--- src/ecm_pkg.sv ---
// Package of offsets, field positions and reset values for the EC misc register bank.
`default_nettype none
package ecm_pkg;
    // ----------------------------------------------------------------
    // Register map
    // ----------------------------------------------------------------
    localparam int ECM_ADDR_W = 8;
    localparam int ECM_DATA_W = 32;
    localparam logic [7:0] ECM_OFS_FAULT = 8'h14;
    localparam logic [7:0] ECM_OFS_VECTOR = 8'h18;
    localparam logic [7:0] ECM_OFS_TRACE = 8'h1C;
    localparam int ECM_CTL_BIT = 0;
    localparam logic ECM_RST_FAULT = 1'h0;
    localparam logic ECM_RST_VECTOR = 1'h1;
    localparam logic ECM_RST_TRACE = 1'h0;
    localparam logic [31:0] ECM_ZERO = 32'h0000_0000;
endpackage
`default_nettype wire

--- src/ecm_ctl_bit.sv ---
// One read-write control bit with a constant reset value.
`default_nettype none
module ecm_ctl_bit #(
    parameter logic RESET_VALUE = 1'b0
) (
    // Clock and reset.
    input wire logic i_clock,
    input wire logic i_rst,
    // Write strobe and data.
    input wire logic i_write,
    input wire logic i_data,
    // Stored value.
    output logic o_value
);
    // ----------------------------------------------------------------
    // Storage
    // ----------------------------------------------------------------
    // The bit loads on its write strobe and returns to its default on reset.
    always_ff @(posedge i_clock or posedge i_rst)
    begin
        if (i_rst)
        begin
            o_value <= RESET_VALUE;
        end
        else if (i_write)
        begin
            o_value <= i_data;
        end
    end
endmodule
`default_nettype wire

--- src/ecm_reg_bank.sv ---
// Miscellaneous EC control register bank with memory fault, vector and trace controls.
`default_nettype none
module ecm_reg_bank (
    // Host clock and main-well reset.
    input wire logic i_clock,
    input wire logic i_rst,
    // Sleep request from the power and clock controller.
    input wire logic i_sleep_req,
    // Register interface from the EC core.
    input wire logic i_sel,
    input wire logic i_write,
    input wire logic [ecm_pkg::ECM_ADDR_W-1:0] i_addr,
    input wire logic [ecm_pkg::ECM_DATA_W-1:0] i_wdata,
    output logic [ecm_pkg::ECM_DATA_W-1:0] o_rdata,
    output logic o_ready,
    // Control outputs.
    output logic o_mem_fault_suppress,
    output logic o_direct_vector_select,
    output logic o_trace_pin_force,
    output logic o_irq
);
    import ecm_pkg::*;

    // ----------------------------------------------------------------
    // Address decode
    // ----------------------------------------------------------------
    // Sleep does not gate the decode, so access continues while asleep.
    wire logic hit_fault = (i_addr == ECM_OFS_FAULT);
    wire logic hit_vector = (i_addr == ECM_OFS_VECTOR);
    wire logic hit_trace = (i_addr == ECM_OFS_TRACE);
    wire logic wr = i_sel & i_write;
    wire logic rd = i_sel & ~i_write;
    wire logic wr_fault = wr & hit_fault;
    wire logic wr_vector = wr & hit_vector;
    wire logic wr_trace = wr & hit_trace;
    wire logic wbit = i_wdata[ECM_CTL_BIT];

    // Ready is always given: every access completes in one host clock.
    assign o_ready = 1'b1;
    // The bank has no interrupt source.
    assign o_irq = 1'b0;

    // ----------------------------------------------------------------
    // Control bits
    // ----------------------------------------------------------------
    ecm_ctl_bit #(.RESET_VALUE(ECM_RST_FAULT)) u_fault (
        .i_clock(i_clock),
        .i_rst(i_rst),
        .i_write(wr_fault),
        .i_data(wbit),
        .o_value(o_mem_fault_suppress)
    );
    ecm_ctl_bit #(.RESET_VALUE(ECM_RST_VECTOR)) u_vector (
        .i_clock(i_clock),
        .i_rst(i_rst),
        .i_write(wr_vector),
        .i_data(wbit),
        .o_value(o_direct_vector_select)
    );
    ecm_ctl_bit #(.RESET_VALUE(ECM_RST_TRACE)) u_trace (
        .i_clock(i_clock),
        .i_rst(i_rst),
        .i_write(wr_trace),
        .i_data(wbit),
        .o_value(o_trace_pin_force)
    );

    // ----------------------------------------------------------------
    // Read path
    // ----------------------------------------------------------------
    // Read data is registered; reserved bits and offsets return zero.
    logic [ECM_DATA_W-1:0] rdata_nxt;
    always_comb
    begin
        rdata_nxt = ECM_ZERO;
        if (hit_fault)
        begin
            rdata_nxt[ECM_CTL_BIT] = o_mem_fault_suppress;
        end
        else if (hit_vector)
        begin
            rdata_nxt[ECM_CTL_BIT] = o_direct_vector_select;
        end
        else if (hit_trace)
        begin
            rdata_nxt[ECM_CTL_BIT] = o_trace_pin_force;
        end
    end

    always_ff @(posedge i_clock or posedge i_rst)
    begin
        if (i_rst)
        begin
            o_rdata <= ECM_ZERO;
        end
        else if (rd)
        begin
            o_rdata <= rdata_nxt;
        end
    end

    // ----------------------------------------------------------------
    // Checks
    // ----------------------------------------------------------------
    // The interrupt output must never rise, whatever the bus does.
    property p_no_irq;
        @(posedge i_clock) disable iff (i_rst) !o_irq;
    endproperty
    a_no_irq: assert property (p_no_irq) else $error("irq raised");

    // Ready must stand high, asleep or awake, so no access ever stalls.
    property p_ready_high;
        @(posedge i_clock) disable iff (i_rst) o_ready;
    endproperty
    a_ready_high: assert property (p_ready_high) else $error("ready low");

    // On the first edge after reset the three control bits and the read data must show their defaults.
    property p_reset_defaults;
        @(posedge i_clock)
            $fell(i_rst) |-> (o_mem_fault_suppress == ECM_RST_FAULT)
                && (o_direct_vector_select == ECM_RST_VECTOR)
                && (o_trace_pin_force == ECM_RST_TRACE) && (o_rdata == ECM_ZERO);
    endproperty
    a_reset_defaults: assert property (p_reset_defaults) else $error("reset value wrong");

    // A write while asleep must still land in the trace bit.
    property p_sleep_access;
        @(posedge i_clock) disable iff (i_rst)
            (i_sleep_req && wr_trace) |=> (o_trace_pin_force == $past(wbit));
    endproperty
    a_sleep_access: assert property (p_sleep_access) else $error("write lost asleep");

    // A read while asleep must still return the stored trace bit.
    property p_sleep_read;
        @(posedge i_clock) disable iff (i_rst)
            (i_sleep_req && rd && hit_trace)
                |=> o_rdata[ECM_CTL_BIT] == $past(o_trace_pin_force);
    endproperty
    a_sleep_read: assert property (p_sleep_read) else $error("read lost asleep");

    // ----------------------------------------------------------------
    // Write checks
    // ----------------------------------------------------------------
    // A write to the fault offset loads the control bit on the next cycle.
    property p_fault_write;
        @(posedge i_clock) disable iff (i_rst) wr_fault |=> o_mem_fault_suppress == $past(wbit);
    endproperty
    a_fault_write: assert property (p_fault_write) else $error("fault bit wrong");

    // Without its own write strobe the fault bit must hold.
    property p_fault_hold;
        @(posedge i_clock) disable iff (i_rst) !wr_fault |=> $stable(o_mem_fault_suppress);
    endproperty
    a_fault_hold: assert property (p_fault_hold) else $error("fault bit moved");

    // A write to the vector offset loads the control bit on the next cycle.
    property p_vector_write;
        @(posedge i_clock) disable iff (i_rst)
            wr_vector |=> o_direct_vector_select == $past(wbit);
    endproperty
    a_vector_write: assert property (p_vector_write) else $error("vector bit wrong");

    // Without its own write strobe the vector bit must hold.
    property p_vector_hold;
        @(posedge i_clock) disable iff (i_rst) !wr_vector |=> $stable(o_direct_vector_select);
    endproperty
    a_vector_hold: assert property (p_vector_hold) else $error("vector bit moved");

    // A write to the trace offset loads the control bit on the next cycle.
    property p_trace_write;
        @(posedge i_clock) disable iff (i_rst) wr_trace |=> o_trace_pin_force == $past(wbit);
    endproperty
    a_trace_write: assert property (p_trace_write) else $error("trace bit wrong");

    // Without its own write strobe the trace bit must hold.
    property p_trace_hold;
        @(posedge i_clock) disable iff (i_rst) !wr_trace |=> $stable(o_trace_pin_force);
    endproperty
    a_trace_hold: assert property (p_trace_hold) else $error("trace bit moved");

    // A write of any offset must leave the read data as they were.
    property p_rdata_hold;
        @(posedge i_clock) disable iff (i_rst) wr |=> $stable(o_rdata);
    endproperty
    a_rdata_hold: assert property (p_rdata_hold) else $error("write moved read data");

    // ----------------------------------------------------------------
    // Read checks
    // ----------------------------------------------------------------
    // A read of the fault offset returns the stored bit one cycle later.
    property p_read_fault;
        @(posedge i_clock) disable iff (i_rst)
            (rd && hit_fault) |=> o_rdata[ECM_CTL_BIT] == $past(o_mem_fault_suppress);
    endproperty
    a_read_fault: assert property (p_read_fault) else $error("fault read mismatch");

    // A read of the vector offset returns the stored bit one cycle later.
    property p_read_vector;
        @(posedge i_clock) disable iff (i_rst)
            (rd && hit_vector) |=> o_rdata[ECM_CTL_BIT] == $past(o_direct_vector_select);
    endproperty
    a_read_vector: assert property (p_read_vector) else $error("read mismatch");

    // A read of the trace offset returns the stored bit one cycle later.
    property p_read_trace;
        @(posedge i_clock) disable iff (i_rst)
            (rd && hit_trace) |=> o_rdata[ECM_CTL_BIT] == $past(o_trace_pin_force);
    endproperty
    a_read_trace: assert property (p_read_trace) else $error("trace read mismatch");

    // Every bit above the control bit must read as zero.
    property p_reserved_zero;
        @(posedge i_clock) disable iff (i_rst)
            rd |=> (o_rdata >> (ECM_CTL_BIT + 1)) == ECM_ZERO;
    endproperty
    a_reserved_zero: assert property (p_reserved_zero) else $error("reserved nonzero");

    // A read of an unmapped offset must return an all-zero word.
    property p_unmapped_read;
        @(posedge i_clock) disable iff (i_rst)
            (i_sel && !i_write && !hit_fault && !hit_vector && !hit_trace) |=> o_rdata == ECM_ZERO;
    endproperty
    a_unmapped_read: assert property (p_unmapped_read) else $error("unmapped nonzero");
endmodule
`default_nettype wire

--- config.mk ---
export PLATFORM = sky130hd
export DESIGN_NAME = ecm_reg_bank
export DESIGN_NICKNAME = d
export VERILOG_FILES = /design/src/ecm_pkg.sv /design/src/ecm_ctl_bit.sv /design/src/ecm_reg_bank.sv
export SDC_FILE = /design/constraint.sdc
export NUM_CORES = 1
export LEC_CHECK = 0
export ABC_AREA = 1
export BUFFER_PORTS_ARGS = -buffer_cell sky130_fd_sc_hd__clkbuf_2
export CAP_MARGIN = 10
export CORE_MARGIN = 3
export CORE_UTILIZATION = 26
export CTS_BUF_LIST = sky130_fd_sc_hd__clkbuf_4 sky130_fd_sc_hd__clkbuf_8 sky130_fd_sc_hd__clkbuf_16
export CTS_CLUSTER_DIAMETER = 200
export DETAILED_ROUTE_END_ITERATION = 8
export PLACE_DENSITY = 0.84
export SYNTH_ARGS = -nofsm -noshare
export SYNTH_HDL_FRONTEND = slang
export SYNTH_SLANG_ARGS = --single-unit
--- constraint.sdc ---
create_clock -name i_clock -period 0.82 [get_ports i_clock]
set_input_delay 0.041 -clock i_clock [delete_from_list [all_inputs] [get_ports i_clock]]
set_output_delay 0.041 -clock i_clock [all_outputs]
set_load 0.005 [all_outputs]
==> summary.txt <==
Status
  – Status: finished with violations
  – Failing checks: setup timing

Critical path
  – Worst endpoint data arrival time: 0.88 ns
  – FF-to-FF Start: u_vector.o_value
  – WS Path Type: flip-flop to output port
  – Worst setup startpoint: u_vector.o_value
  – CP peak stage delay: 0.54 ns
  – Worst path top cell family by delay: flip-flops
  – Critical Path Start Type: flip-flop
  – Crit. End Element: output port
  – Cell Chain, Critical Path: clkbuf_2
  – WP data required: 0.78 ns
  – Crit path max-delay cell type: dfstp_2
  – WP buf/inv: 1
  – Crit path max fanout: 3

GRT
  – Largest net degree at the start of global routing: 7
  – Met1 usage: 5.93%
  – Met3 Track Usage GR: 1.72%
  – First-pass GRT wire length: 1060 µm
  – Initial antenna violation count: 0
  – Global Route Usage Sum: 5.69%
  – Total grt overflow: 0
  – Number of global-route vias before repair: 256
  – GRT busiest layer: met2
  – Met2 usage: 8.37%

Job
  – Max-Cap Viols: 0

Layout
  – Fill cell count: 214
  – Antenna cells: 0
  – Final Net Count: 147
  – Layout area overhead: 3.65%
  – Final instance area: 568 µm²
  – Share of layout cells above drive strength 1: 27.7%

Synthesis
  – #FFs+latches synth: 4
  – Syn Inst Count: 82
  – Cell Area, Synth: 548 µm²
  – Avg Cell Area, Syn: 6.68 µm²
  – Post-synthesis sequential area ratio: 18.5%
  – Synth unique cells: 14
  – Ys Warns: 0

Timing
  – Tcrit/Tclk final: 112%
  – Setup violators final: 2
  – Hold_ws: 0.0416 ns
  – RSZ-0062 raised after global routing: true
  – Min cycle time layout: 0.919 ns
  – Slew Viols, Final: 0
  – Final Skew: 0.00661 ns
  – FMAX: 1090 MHz
  – PnR worst setup slack: -0.0990 ns
  – Final Hold Vio Count: 0

Routing
  – DRC Markers: 0
  – Final WL: 868 µm
  – Via Count: 401
  – DRT iter0 DRCs: 3
  – Drt pass-1 iters: 4
  – Post-route ant nets: 0
  – Vias per inst: 3.18
  – WL/cell: 6.89 µm

CTS
  – Clock latency on the worst-skew pair: 0.24 ns
  – Reg clk slew, reported paths: 0.04 ns
  – Post-CTS Setup Inserts: 0
  – H-tree Lvls: 1
  – Root buf cell: clkbuf_4
  – TritonCTS sink count: 4
  – CTS buffer count: 3
  – Clock Path Buffers: 2
  – CTS tree: built

Place
  – Port Buf Inserts: 16
  – Post-placement cell area: 528 µm²
  – GPL Wtd Cong: 0.642
  – HPWL Detailed: 801 µm

Hold path
  – Startpoint of the worst hold path: i_wdata[0]
  – Hold WC Path Type: input port to flip-flop

Die
  – Die Height: 51.9 µm
  – Starting density of the core: 29.5%
  – Die outline width: 51.9 µm
  – Area of the core: 0.00186 mm²
  – IO Count: 82
  – Die ar.: 0.00269 mm²
  – Row cnt: 15

Power and ir drop
  – Leakage power total: 0.368 nW
  – Pwr Density: 1110 mW/mm²
  – IR drop worst, VDD: 0.519 mV
-- worst reg2reg max path, delay by kind of cell (launching register included) --
| kind | cells | cell delay, ns |
|---|---|---|
| flops | 1 | 0.54 |
| simple gates | 4 | 0.26 |
-- synthesized netlist by cell type --
cell     number  area share [%]
o21ai_1       2             1.8
inv_2         1            0.68
inv_1        12             8.2
nand2_1      12             8.2
buf_4        33              45
nor2_4        1             2.1
nand2_2       2             2.3
nor2_2        2             2.3
conb_1        2             1.4
nor2_1        3             2.1
nand3_1       6             5.5
o21ai_0       2             1.8
dfstp_2       1             4.8
dfrtp_1       3              14
-- sequential cells by signal (all words and copies together), names as in the netlist --
signal            flops
u_trace.o_value       1
o_rdata               1
u_fault.o_value       1
u_vector.o_value      1
-- metal layers --
metal  wire (µm)  vias up  share of wire, %
met3         124        0                14
li1            -      213                 -
met4           0        0                 0
met5           0        -                 0
met1         323      158                37
met2         420       30                48
-- placed cells by master (no fill, tap or decap), types with 2 or more instances in the layout --
cell and instances:
clkbuf_2 16, clkbuf_4 4, conb_1 33, dfrtp_1 3, inv_1 11, inv_2 2, nand2_1 12, nand2_2 2
nand3_1 6, nor2_1 3, nor2_2 2, o21ai_0 2, o21ai_1 2
-- where the power goes --
| group | switching (mW) | internal [mW] | leakage, nW |
|---|---|---|---|
| Combinational | 0.0838 | 0.0413 | 0.303 |
| Sequential | 0.00374 | 0.205 | 0.0472 |
| Clock | 0.0835 | 0.216 | 0.0184 |
-- logic make-up after synthesis --
family,Yosys count,share of synthesized area [%]
buffers and inverters,46,54.1
flip-flops,4,18.5
AO/OA/AOI/OAI,4,3.65
other,2,1.37
AND/OR/NAND/NOR,26,22.4
-- final timing paths --
path                                           to  slack, ns  cells past startpoint
max                        o_direct_vector_select       -0.1                      1
min                              u_vector.o_value       0.04                      3
max reg2reg                            o_rdata[0]      -0.02                      4
min reg2reg                      u_vector.o_value       0.49                      2
max in group asynchronous        u_vector.o_value       0.36                      3
min in group asynchronous         u_fault.o_value       0.22                      3
-- final cells by class --
cell class / instances / area (µm²) / share of cell area (%)
inverter: 13 / 48.8 / 8.59
tap: 25 / 31.3 / 5.51
clock buffer: 4 / 30.0 / 5.29
multi-input combinational: 63 / 267 / 46.9
timing repair buffer: 17 / 90.1 / 15.9
sequential: 4 / 101 / 17.8
-- through the flow --
| stage | total power [mW] | setup TNS, ns | utilization (%) | setup WS (ns) | cells |
|---|---|---|---|---|---|
| 3_3_place_gp | 0.326 | -0.0198 | 28.4 | -0.0198 | 121 |
| 2_1_floorplan | 0.398 | 0 | - | 0.0124 | 113 |
| 5_1_grt | 0.698 | -0.185 | 30.6 | -0.126 | 126 |
| 3_5_place_dp | 0.330 | -0.0357 | 28.4 | -0.0357 | 121 |
| 4_1_cts | 0.653 | -0.149 | 30.6 | -0.116 | 126 |
| 6_report | 0.633 | -0.122 | 30.6 | -0.0990 | 126 |
-- what timing repair did --
action / in CTS / in global routing
hold buffers: 1 / 0
setup endpoints to repair: 2 / 2
gates resized for setup: 0 / 1
hold endpoints to repair: 4 / 0
Note: power is estimated with default switching activity, not from simulation.
